[config.mk]
export PLATFORM = sky130hd
export DESIGN_NAME = pwm_channel_ctl
export DESIGN_NICKNAME = d
export VERILOG_FILES = /design/src/hw/pwm_ctl_pkg.sv /design/src/hw/pwm_channel_ctl.sv
export SDC_FILE = /design/constraint.sdc
export NUM_CORES = 1
export LEC_CHECK = 0
export BUFFER_PORTS_ARGS = -buffer_cell sky130_fd_sc_hd__buf_2
export CAP_MARGIN = 20
export CORE_MARGIN = 2
export CORE_UTILIZATION = 60
export DETAILED_ROUTE_END_ITERATION = 16
export PLACE_DENSITY_LB_ADDON = 0.05
export SYNTH_ARGS = -nofsm -noshare
export SYNTH_HDL_FRONTEND = slang
export SYNTH_SLANG_ARGS = --single-unit
[constraint.sdc]
create_clock -name I_CLK -period 7.15 [get_ports I_CLK]
set_input_delay 1.7875 -clock I_CLK [delete_from_list [all_inputs] [get_ports I_CLK]]
set_output_delay 1.7875 -clock I_CLK [all_outputs]
set_load 0.01 [all_outputs]
[src/hw/pwm_ctl_pkg.sv]
//==========================================================
`default_nettype none

package pwm_ctl_pkg;

  //==========================================================
  // sizes
  localparam int NUM_CH   = 6;
  localparam int NUM_PAIR = 3;

  //==========================================================
  // register indexes, byte address is index times four
  localparam logic [5:0] IDX_ENABLE   = 6'h00;
  localparam logic [5:0] IDX_POLARITY = 6'h01;
  localparam logic [5:0] IDX_CLKSEL   = 6'h02;
  localparam logic [5:0] IDX_PRESCALE = 6'h03;
  localparam logic [5:0] IDX_CONCAT   = 6'h05;
  localparam logic [5:0] IDX_SCALE_A  = 6'h08;
  localparam logic [5:0] IDX_SCALE_B  = 6'h09;

  //==========================================================
  // field positions
  localparam int PRE_A_LSB  = 0;
  localparam int PRE_B_LSB  = 4;
  localparam int CONCAT_LSB = 4;

  //==========================================================
  // reset values
  localparam logic [5:0] RST_ENABLE   = 6'h00;
  localparam logic [5:0] RST_POLARITY = 6'h00;
  localparam logic [5:0] RST_CLKSEL   = 6'h00;
  localparam logic [5:0] RST_PRESCALE = 6'h00;
  localparam logic [2:0] RST_CONCAT   = 3'h0;
  localparam logic [7:0] RST_SCALE    = 8'h00;

  // channels fed by clock B
  localparam logic [5:0] CLK_B_CH_MASK = 6'h0C;

  //==========================================================
  // types
  typedef enum logic [1:0] {
    PH_IDLE,
    PH_SYNC,
    PH_RUN
  } phase_e;

  typedef struct packed {
    logic [7:0] period;
    logic [7:0] duty;
  } ch_cfg_s;

endpackage

`default_nettype wire

[src/hw/pwm_channel_ctl.sv]
// Decided for this implementation: the address map and register access over APB.
`timescale 1ns/1ps
`default_nettype none

module pwm_channel_ctl (
  // clock and reset
  input  wire logic                             I_CLK,
  input  wire logic                             I_RST,
  // apb slave
  input  wire logic                             I_PSEL,
  input  wire logic                             I_PENABLE,
  input  wire logic                             I_PWRITE,
  input  wire logic [7:0]                       I_PADDR,
  input  wire logic [31:0]                      I_PWDATA,
  output logic      [31:0]                      O_PRDATA,
  output logic                                  O_PREADY,
  output logic                                  O_PSLVERR,
  // per-channel period and duty
  input  wire pwm_ctl_pkg::ch_cfg_s [5:0]       I_CH_CFG,
  // channel outputs and prescaler run flag
  output logic      [5:0]                       O_PWM,
  output logic      [5:0]                       O_PWM_OE_N,
  output logic                                  O_PRESCALE_RUN
);
  import pwm_ctl_pkg::*;

  //==========================================================
  // helpers
  function automatic logic reg_mapped(input logic [5:0] idx);
    reg_mapped = (idx == IDX_ENABLE) || (idx == IDX_POLARITY) ||
                 (idx == IDX_CLKSEL) || (idx == IDX_PRESCALE) ||
                 (idx == IDX_CONCAT) || (idx == IDX_SCALE_A) ||
                 (idx == IDX_SCALE_B);
  endfunction

  // divide by two to the power sel
  function automatic logic div_tick(input logic [6:0] cnt, input logic [2:0] sel);
    logic [6:0] mask;
    mask = 7'((8'h01 << sel) - 8'h01);
    div_tick = (cnt & mask) == mask;
  endfunction

  // scaled clock: one tick per 2*scale input ticks, scale zero means 256
  function automatic logic scale_last(input logic [8:0] cnt, input logic [7:0] scale);
    logic [9:0] lim;
    lim = (scale == 8'h00) ? 10'h1FF : 10'({scale, 1'b0} - 9'h001);
    scale_last = {1'b0, cnt} >= lim;
  endfunction

  function automatic logic [15:0] next_count(input logic [15:0] c, input logic [15:0] per);
    if (per == 16'h0000 || c >= per - 16'h0001) begin
      next_count = 16'h0000;
    end else begin
      next_count = c + 16'h0001;
    end
  endfunction

  function automatic logic wave_level(input logic pol, input logic [15:0] c,
                                      input logic [15:0] duty);
    wave_level = pol ? (c < duty) : (c >= duty);
  endfunction

  //==========================================================
  // register file
  logic [5:0]  en_q;
  logic [5:0]  en_d;
  logic [5:0]  pol_q;
  logic [5:0]  pol_d;
  logic [5:0]  clksel_q;
  logic [5:0]  clksel_d;
  logic [5:0]  prescale_q;
  logic [5:0]  prescale_d;
  logic [2:0]  concat_q;
  logic [2:0]  concat_d;
  logic [7:0]  scale_a_q;
  logic [7:0]  scale_a_d;
  logic [7:0]  scale_b_q;
  logic [7:0]  scale_b_d;
  logic [31:0] prdata_q;
  logic [31:0] prdata_d;
  logic [5:0]  idx;
  logic        addr_ok;
  logic        wr;
  logic [7:0]  wbyte;
  logic [7:0]  rd_val;

  always_comb begin
    idx        = I_PADDR[7:2];
    addr_ok    = (I_PADDR[1:0] == 2'b00) && reg_mapped(idx);
    wr         = I_PSEL && I_PENABLE && I_PWRITE && addr_ok;
    wbyte      = I_PWDATA[7:0];
    en_d       = en_q;
    pol_d      = pol_q;
    clksel_d   = clksel_q;
    prescale_d = prescale_q;
    concat_d   = concat_q;
    scale_a_d  = scale_a_q;
    scale_b_d  = scale_b_q;
    rd_val     = 8'h00;
    // no access restriction on any register
    case (idx)
      IDX_ENABLE: begin
        rd_val = {2'b00, en_q};
        if (wr) begin
          en_d = wbyte[5:0];
        end
      end
      IDX_POLARITY: begin
        rd_val = {2'b00, pol_q};
        if (wr) begin
          pol_d = wbyte[5:0];
        end
      end
      IDX_CLKSEL: begin
        rd_val = {2'b00, clksel_q};
        if (wr) begin
          clksel_d = wbyte[5:0];
        end
      end
      IDX_PRESCALE: begin
        rd_val = {1'b0, prescale_q[5:3], 1'b0, prescale_q[2:0]};
        if (wr) begin
          prescale_d = {wbyte[PRE_B_LSB+2:PRE_B_LSB], wbyte[PRE_A_LSB+2:PRE_A_LSB]};
        end
      end
      IDX_CONCAT: begin
        rd_val = {1'b0, concat_q, 4'h0};
        if (wr) begin
          concat_d = wbyte[CONCAT_LSB+2:CONCAT_LSB];
        end
      end
      IDX_SCALE_A: begin
        rd_val = scale_a_q;
        if (wr) begin
          scale_a_d = wbyte;
        end
      end
      IDX_SCALE_B: begin
        rd_val = scale_b_q;
        if (wr) begin
          scale_b_d = wbyte;
        end
      end
      default: rd_val = 8'h00;
    endcase
    // read data captured in the setup cycle
    prdata_d = prdata_q;
    if (I_PSEL && !I_PENABLE && !I_PWRITE) begin
      prdata_d = addr_ok ? {24'h0000_00, rd_val} : 32'h0000_0000;
    end
  end

  always_ff @(posedge I_CLK) begin
    if (I_RST) begin
      en_q       <= RST_ENABLE;
      pol_q      <= RST_POLARITY;
      clksel_q   <= RST_CLKSEL;
      prescale_q <= RST_PRESCALE;
      concat_q   <= RST_CONCAT;
      scale_a_q  <= RST_SCALE;
      scale_b_q  <= RST_SCALE;
      prdata_q   <= 32'h0000_0000;
    end else begin
      en_q       <= en_d;
      pol_q      <= pol_d;
      clksel_q   <= clksel_d;
      prescale_q <= prescale_d;
      concat_q   <= concat_d;
      scale_a_q  <= scale_a_d;
      scale_b_q  <= scale_b_d;
      prdata_q   <= prdata_d;
    end
  end

  assign O_PRDATA  = prdata_q;
  assign O_PREADY  = 1'b1;
  assign O_PSLVERR = I_PSEL && I_PENABLE && !addr_ok;

  //==========================================================
  // prescaler and scaled clocks
  logic [6:0] pre_cnt_q;
  logic [6:0] pre_cnt_d;
  logic [8:0] scaled_a_cnt_q;
  logic [8:0] scaled_a_cnt_d;
  logic [8:0] scaled_b_cnt_q;
  logic [8:0] scaled_b_cnt_d;
  logic       any_en;
  logic       a_tick;
  logic       b_tick;
  logic       scaled_a_tick;
  logic       scaled_b_tick;

  always_comb begin
    any_en         = |en_q;
    // counter frozen at zero while every enable bit is clear
    pre_cnt_d      = any_en ? 7'(pre_cnt_q + 7'h01) : 7'h00;
    a_tick         = any_en && div_tick(pre_cnt_q, prescale_q[2:0]);
    b_tick         = any_en && div_tick(pre_cnt_q, prescale_q[5:3]);
    scaled_a_tick  = a_tick && scale_last(scaled_a_cnt_q, scale_a_q);
    scaled_b_tick  = b_tick && scale_last(scaled_b_cnt_q, scale_b_q);
    scaled_a_cnt_d = scaled_a_cnt_q;
    scaled_b_cnt_d = scaled_b_cnt_q;
    if (!any_en) begin
      scaled_a_cnt_d = 9'h000;
    end else if (a_tick) begin
      scaled_a_cnt_d = scaled_a_tick ? 9'h000 : 9'(scaled_a_cnt_q + 9'h001);
    end
    if (!any_en) begin
      scaled_b_cnt_d = 9'h000;
    end else if (b_tick) begin
      scaled_b_cnt_d = scaled_b_tick ? 9'h000 : 9'(scaled_b_cnt_q + 9'h001);
    end
  end

  always_ff @(posedge I_CLK) begin
    if (I_RST) begin
      pre_cnt_q      <= 7'h00;
      scaled_a_cnt_q <= 9'h000;
      scaled_b_cnt_q <= 9'h000;
    end else begin
      pre_cnt_q      <= pre_cnt_d;
      scaled_a_cnt_q <= scaled_a_cnt_d;
      scaled_b_cnt_q <= scaled_b_cnt_d;
    end
  end

  assign O_PRESCALE_RUN = any_en;

  //==========================================================
  // channels
  phase_e      phase_q [NUM_CH];
  phase_e      phase_d [NUM_CH];
  logic [7:0]  cnt_q   [NUM_CH];
  logic [7:0]  cnt_d   [NUM_CH];
  logic [5:0]  pwm_q;
  logic [5:0]  pwm_d;
  logic [5:0]  oe_n_q;
  logic [5:0]  oe_n_d;
  logic [5:0]  tick;
  logic [5:0]  en_eff;
  logic [15:0] c16;
  logic [15:0] per16;
  logic [15:0] duty16;
  int          lo;
  int          hi;

  always_comb begin
    c16    = 16'h0000;
    per16  = 16'h0000;
    duty16 = 16'h0000;
    lo     = 0;
    hi     = 0;
    for (int ch = 0; ch < NUM_CH; ch++) begin
      if (CLK_B_CH_MASK[ch]) begin
        tick[ch] = clksel_q[ch] ? scaled_b_tick : b_tick;
      end else begin
        tick[ch] = clksel_q[ch] ? scaled_a_tick : a_tick;
      end
    end
    for (int p = 0; p < NUM_PAIR; p++) begin
      hi = 2 * p;
      lo = 2 * p + 1;
      en_eff[lo] = en_q[lo];
      en_eff[hi] = en_q[hi] && !concat_q[p];
    end
    for (int ch = 0; ch < NUM_CH; ch++) begin
      // enable takes effect now, waveform waits for the next tick
      case (phase_q[ch])
        PH_IDLE: phase_d[ch] = en_eff[ch] ? PH_SYNC : PH_IDLE;
        PH_SYNC: phase_d[ch] = !en_eff[ch] ? PH_IDLE : (tick[ch] ? PH_RUN : PH_SYNC);
        PH_RUN:  phase_d[ch] = en_eff[ch] ? PH_RUN : PH_IDLE;
        default: phase_d[ch] = PH_IDLE;
      endcase
      cnt_d[ch]  = cnt_q[ch];
      pwm_d[ch]  = 1'b0;
      oe_n_d[ch] = !en_eff[ch];
    end
    for (int p = 0; p < NUM_PAIR; p++) begin
      hi = 2 * p;
      lo = 2 * p + 1;
      if (concat_q[p]) begin
        // high byte from the even channel, timing from the odd one
        c16    = {cnt_q[hi], cnt_q[lo]};
        per16  = {I_CH_CFG[hi].period, I_CH_CFG[lo].period};
        duty16 = {I_CH_CFG[hi].duty, I_CH_CFG[lo].duty};
        if (phase_d[lo] != PH_RUN) begin
          c16 = 16'h0000;
        end else if (phase_q[lo] == PH_RUN && tick[lo]) begin
          c16 = next_count(c16, per16); // first period not trimmed
        end
        {cnt_d[hi], cnt_d[lo]} = c16;
        pwm_d[lo] = (phase_d[lo] == PH_RUN) && wave_level(pol_q[lo], c16, duty16);
        pwm_d[hi] = 1'b0;
      end else begin
        for (int k = 0; k < 2; k++) begin
          lo     = 2 * p + k;
          c16    = {8'h00, cnt_q[lo]};
          per16  = {8'h00, I_CH_CFG[lo].period};
          duty16 = {8'h00, I_CH_CFG[lo].duty};
          if (phase_d[lo] != PH_RUN) begin
            c16 = 16'h0000;
          end else if (phase_q[lo] == PH_RUN && tick[lo]) begin
            c16 = next_count(c16, per16);
          end
          cnt_d[lo] = c16[7:0];
          // polarity read live, a change mid-period may glitch
          pwm_d[lo] = (phase_d[lo] == PH_RUN) && wave_level(pol_q[lo], c16, duty16);
        end
      end
    end
  end

  always_ff @(posedge I_CLK) begin
    if (I_RST) begin
      for (int ch = 0; ch < NUM_CH; ch++) begin
        phase_q[ch] <= PH_IDLE;
        cnt_q[ch]   <= 8'h00;
      end
      pwm_q  <= 6'h00;
      oe_n_q <= 6'h3F;
    end else begin
      for (int ch = 0; ch < NUM_CH; ch++) begin
        phase_q[ch] <= phase_d[ch];
        cnt_q[ch]   <= cnt_d[ch];
      end
      pwm_q  <= pwm_d;
      oe_n_q <= oe_n_d;
    end
  end

  assign O_PWM      = pwm_q;
  assign O_PWM_OE_N = oe_n_q;

endmodule

`default_nettype wire

# After elaboration in Yosys (flattened, before gate mapping)

Memories as Yosys holds them, arrays and structs flattened.
Index checks and enable logic that the tools add are counted.

Bits in latches: 0
Word-level logic and storage cells: 316
Flip-flop bits (word level): 112
Memories: 2
Bits in read-only memories: 0
Bits in writable memories: 60

Order comparisons: 29
Eq/ne operators: 32
Shift-type cells: 2
Div/mod/pow operators: 0
Reduce and logical (&&, ||, !) cells: 87
Bitwise gates (word level): 15
Add/subtract/negate cells: 25
Mux-type cells: 108
Multipliers: 0

Memory list:

| memory  | depth | width | read ports | clocked after Yosys merged registers in | write ports | line                   | text |
|---|---|---|---|---|---|---|---|
| cnt_q   | 6     | 8     | 6          | 0                                       | 6           | pwm_channel_ctl.sv:233 | `logic [7:0] cnt_q [NUM_CH];` |
| phase_q | 6     | 2     | 6          | 0                                       | 6           | pwm_channel_ctl.sv:231 | `phase_e phase_q [NUM_CH];` |

Operators by type and width:

| cell                    | number |
|---|---|
| $mux W16                | 21 |
| $mux W9                 | 20 |
| $ge A16 B16 Y1          | 6 |
| $ge A16 B8 Y1           | 6 |
| $ge A8 B16 Y1           | 6 |
| $lt A16 B8 Y1           | 6 |
| $logic_not A8 Y1        | 8 |
| $mux W8                 | 7 |
| $pmux W8 S7             | 1 |
| $add A8 B1 Y9 const B   | 6 |
| $mux W2                 | 27 |
| $sub A8 B1 Y9 const B   | 6 |
| $add A16 B1 Y16 const B | 3 |
| $logic_not A16 Y1       | 3 |
| $lt A16 B16 Y1          | 3 |
| $sub A16 B1 Y16 const B | 3 |
| $pmux W2 S3             | 6 |
| $logic_and A1 B1 Y1     | 29 |
| $eq A2 B2 Y1 const B    | 12 |
| $mux W1                 | 24 |
| $ge A9 B10 Y1           | 2 |
| $mux W10                | 2 |
| $sub A9 B1 Y10 const B  | 2 |
| $add A9 B1 Y9 const B   | 2 |
| 20 further kinds        | 87 |

# Depth between registers and ports, before layout

Word-level depth: 17
Depth in mapped cells: 25

# Worst setup path before layout

No wires, ideal clock.

Path type: input port to flip-flop
Start point: in I_CH_CFG[58] in the netlist's numbering
End point: reg pwm_q[3] (netlist: O_PWM[3])
Slack: 735 ps
Arrival: 6,356 ps
Stages: 22
Data required time: 7,091 ps
Library setup time: 59 ps
Path through: nor3_1 or3b_2 nor4_1 and2_1 xnor2_1 ha_1 a21o_1 a21o_1 a21oi_1 nor2_1 o41ai_4 nand2_4 buf_4 nor2_1 ha_1 and4_1 a21oi_1 nand2_1 a221o_1 o21a_1 o21ai_0 o211a_1

Word-level cells in the longest chain between the ends: 11
Elaborated cells between the ends (all ways): 25
Classes of those cells: 2 x add/sub; 6 x order compare; 11 x mux; 6 x reduce/logical

RTL lines:

| what                                                    | line                                           | text |
|---|---|---|
| from (decl)                                             | pwm_channel_ctl.sv:19                          | `input wire pwm_ctl_pkg::ch_cfg_s [5:0] I_CH_CFG,` |
| $sub A16 B1 Y16 / $sub A8 B1 Y9 (equally long branches) | pwm_channel_ctl.sv:51                          | `if (per == 16'h0000 \|\| c >= per - 16'h0001) begin` |
| $ge A16 B16 Y1 / $ge A8 B16 Y1 (equally long branches)  | pwm_channel_ctl.sv:51                          |  |
| $logic_or A1 B1 Y1                                      | pwm_channel_ctl.sv:51                          |  |
| $mux W16 / $mux W9 (equally long branches)              | pwm_channel_ctl.sv:51                          |  |
| $mux W16 / $mux W9 (equally long branches)              | pwm_channel_ctl.sv:288, pwm_channel_ctl.sv:302 |  |
| $mux W16 / $mux W9 (equally long branches)              | pwm_channel_ctl.sv:286, pwm_channel_ctl.sv:300 |  |
| $mux W16                                                | pwm_channel_ctl.sv:281                         | `if (concat_q[p]) begin` |
| $ge A16 B16 Y1 (tied with other cells)                  | pwm_channel_ctl.sv:60                          | `wave_level = pol ? (c < duty) : (c >= duty);` |
| $mux W1                                                 | pwm_channel_ctl.sv:60                          |  |
| $logic_and A1 B1 Y1 (on tied branches)                  | pwm_channel_ctl.sv:292, pwm_channel_ctl.sv:307 |  |
| $mux W2 (*)                                             | pwm_channel_ctl.sv:281                         |  |
| to (signal assigned)                                    | pwm_channel_ctl.sv:326                         | `pwm_q <= pwm_d;` |
| to (decl)                                               | pwm_channel_ctl.sv:235                         | `logic [5:0] pwm_q;` |

Mark *: on every way between the ends. The rest lies on a longest branch, timed or not. The select of a mux whose other input is x is not followed.
A chain may end at the register's enable or synchronous reset.

# Worst setup path after layout

Ends and elaborated chain as after synthesis.

==> flow_summary.json <==
{
  "ys_ff_latch": 148,
  "whs_path_depth": 1,
  "first_global_vias": 12645,
  "slowest_delay_ps": 600,
  "maxSlewHeadroom": 0.289,
  "crit_fanout": 16,
  "reg2reg_depth": 22,
  "ys.flop_type": "dfxtp_1",
  "antenna_found_initial": 0,
  "hold_viol": 0,
  "cts_buffers": 17,
  "crit_chain": "buf_2 > nor3_1 > or3b_2 > nor4_1 > buf_4 > and2_1 > xnor2_1 > ha_1 > a21o_1 > a21o_1 > a21oi_1 > nor2_1 > o41ai_4 > nand2_4 > nor2_1 > ha_1 > a21oi_1 > nor2b_1 > o21ai_0 > nand2_1 > a221o_1 > o21a_1 > o21ai_0 > o211a_1",
  "postCtsSetupBuffers": 0,
  "pin_count": 188,
  "cp_slowest_cell": "o41ai_4",
  "combPwrFrac": 0.099,
  "drive_above_1_share": 0.126,
  "clk_pin_slew_worst_paths_ps": 70,
  "min_to": "phase_q[2][0]$_SDFF_PP0_",
  "fin_crit_ps": 6370,
  "area_delta_synth_final_pct": 10.1,
  "dp_hpwl_mm": 28.9,
  "yosysMostFrequentCell": "nor2_1",
  "ant_nets": 0,
  "hold_class": "reg2reg",
  "netlist-cell-type-count": 107,
  "grt_max_degree": 70,
  "clockBufferDepth": 2,
  "firstDrtPassIters": 5,
  "die_area_mm2": 0.0251,
  "status": "completed",
  "synth.area.top_cells": "dfxtp_1 21%, ha_1 18%, nor2_1 5.7%",
  "r2r_start": "scale_a_q[2]$_SDFFE_PP0P_",
  "maxSlewViolCount": 0,
  "place_area_mm2": 0.0152,
  "die_h_um": 159,
  "hold_start": "phase_q[2][1]$_SDFF_PP0_",
  "tightest_slew_ps": 1060,
  "drv_cap": 0,
  "vias": 13621,
  "required_ps": 7530,
  "ys_seq_area_frac": 0.207,
  "cts-hold-fix-buffers": 0,
  "diodes": 0,
  "synth.cell_area_mm2": 0.0143,
  "drt_iter0_markers": 1139,
  "postSynthAreaPerCell_um2": 7.86,
  "r2r_end": "O_PWM[1]$_SDFF_PP0_",
  "drc_errors": 0,
  "netlist.area_leader.share": 0.207,
  "async_flop_share": 0,
  "rows": 56,
  "p_clk_frac": 0.471,
  "p_leak_nw": 6.53,
  "endpoint_kind": "register",
  "clock_sink_count": 148,
  "gp_congestion": 0.903,
  "grt_overflow": 0,
  "cts_root_buf": "clkbuf_16",
  "period_share": 0.891,
  "cp.arrival_ps": 6750,
  "track_usage": 0.297,
  "p_seq_frac": 0.430,
  "internal-power_mw": 1.37,
  "grt_pass1_wl_mm": 60.7,
  "synth_top_cell_by_area": "dfxtp_1",
  "portBuffers": 138,
  "setup_viol": 0,
  "vdd_drop_max_mv": 0.154,
  "synth_top_cells_by_count": "216 x nor2_1, 204 x ha_1, 158 x nand2_1",
  "swShare": 0.286,
  "crit_type": "in2reg",
  "yosysWarnings": 0,
  "max_freq_ghz": 0.157,
  "cellPowerDensity_mw_per_mm2": 122,
  "synth_cells": 1824,
  "switchingPower_uw": 550,
  "nNetsFinal": 2288,
  "initial_core_util": 0.611,
  "rsz0062_at_grt": "false",
  "synth_enable_flop_cells": 0,
  "fin_skew_ps": 14.0,
  "core_mm2": 0.0235,
  "clk_latency_ps": 440,
  "die_x_um": 159,
  "finalSetupTns_ps": 0,
  "finalInstanceArea_mm2": 0.0158,
  "finalWirelength_mm": 36.9,
  "start_kind": "input port",
  "cts_max_level": 4,
  "ff2ff_setup_slack_ps": 950,
  "ctsResizeCount": 0,
  "viasPerCell": 5.99,
  "cts_tree": "built",
  "avgRoutedWirePerCell_um": 16.2
}
registers in the layout, summed over array words and instances (netlist names), 6 cells and up:
signal and cells:
O_PRDATA 8, O_PWM 6, O_PWM_OE_N 6, clksel_q 6, cnt_q 48, en_q 6, phase_q 12, pol_q 6
pre_cnt_q 7, prescale_q 6, scale_a_q 8, scale_b_q 8, scaled_a_cnt_q 9, scaled_b_cnt_q 9
cells in the final DEF, fill, tap and decap left out, types with 5 or more instances in the layout:
cell | Yosys | routed
inv_8 | 0 | 6
mux2i_1 | 12 | 12
o21bai_1 | 7 | 7
inv_1 | 98 | 98
xnor2_1 | 74 | 74
and4_1 | 7 | 7
o21ai_1 | 6 | 6
a22oi_1 | 28 | 28
xor2_1 | 73 | 73
o32ai_1 | 8 | 8
nor3b_1 | 10 | 10
a21o_1 | 24 | 24
conb_1 | 2 | 25
a221oi_1 | 9 | 9
nor2b_1 | 25 | 25
or4_1 | 5 | 5
nand2b_1 | 30 | 30
nor4_1 | 10 | 10
clkbuf_16 | 0 | 17
nor2_1 | 216 | 215
o211a_1 | 6 | 6
and3_1 | 28 | 28
or3_1 | 21 | 21
nor3_1 | 41 | 40
a211oi_1 | 17 | 17
and2_1 | 9 | 9
buf_2 | 11 | 138
ha_1 | 204 | 204
buf_4 | 28 | 18
o2111ai_1 | 8 | 8
o211ai_1 | 14 | 14
nand2_1 | 158 | 158
dfxtp_1 | 148 | 148
o31ai_1 | 7 | 7
a21oi_1 | 118 | 118
nand4_1 | 48 | 48
o21a_1 | 12 | 12
nand3_1 | 85 | 85
o21ai_0 | 60 | 60
power by group through the flow:
stage | registers, mW | logic [mW] | clock network, mW
floorplan | 0.843 | 0.120 | 0
global placement | 0.844 | 0.182 | 0
detailed placement | 0.844 | 0.188 | 0
CTS | 0.825 | 0.190 | 0.910
global route | 0.824 | 0.217 | 0.946
finish | 0.825 | 0.190 | 0.904
worst max-delay path by stage:
| stage | to | cells after the start | from | slack (ps) |
|---|---|---|---|---|
| floorplan | O_PWM[3]$_SDFF_PP0_ | 22 | I_CH_CFG[58] | 730 |
| global placement | O_PWM[3]$_SDFF_PP0_ | 24 | I_CH_CFG[58] | 410 |
| detailed placement | O_PWM[3]$_SDFF_PP0_ | 24 | I_CH_CFG[58] | 320 |
| CTS | O_PWM[3]$_SDFF_PP0_ | 24 | I_CH_CFG[58] | 740 |
| global route | O_PWM[3]$_SDFF_PP0_ | 24 | I_CH_CFG[58] | 330 |
| finish | O_PWM[3]$_SDFF_PP0_ | 24 | I_CH_CFG[58] | 780 |
area by class of cell:
type,instances,area (um^2)
Clock buffer,17,425
Clock inverter,15,156
Fill cell,2039,7680
Inverter,101,379
Multi-Input combinational cell,1519,10600
Sequential cell,148,2960
Tap cell,319,399
Timing Repair Buffer,156,826
logic make-up after synthesis:
logic type | share of synthesized area
muxes | 0.00838
adders and majority gates | 0.178
other | 0.000524
xor gates and xnor gates | 0.0898
AOI/OAI and AO/OA | 0.200
DFF | 0.207
and+or+nand+nor | 0.258
buffers and inverters | 0.0580
layer usage:
| metal | share of wire | wire (um) | global-route usage | vias up |
|---|---|---|---|---|
| met5 | 0 | 0 | 0 | - |
| met4 | 0.016 | 589 | 0.0691 | 0 |
| met3 | 0.055 | 2020 | 0.0449 | 53 |
| met2 | 0.46 | 17000 | 0.489 | 418 |
| met1 | 0.47 | 17300 | 0.409 | 6343 |
| li1 | - | - | - | 6807 |
worst max-delay path, delay by kind of cell:
family	cells	cell delay, ps
compound gates	10	2240
simple gates	9	1740
fa+ha+maj	2	520
buf+inv	2	300
xor+xnor	1	120
per-stage QoR:
step,hold WS (ps),setup slack [ps],power (mW),cells,utilization
final,428,780,1.92,2275,0.673
after global routing,440,335,1.99,2275,0.673
after CTS,425,739,1.92,2274,0.672
after detailed placement,426,319,1.03,2242,0.648
after global placement,411,414,1.03,2242,0.648
after floorplan,399,735,0.963,1847,-
Power figures use the tool's default switching activity.
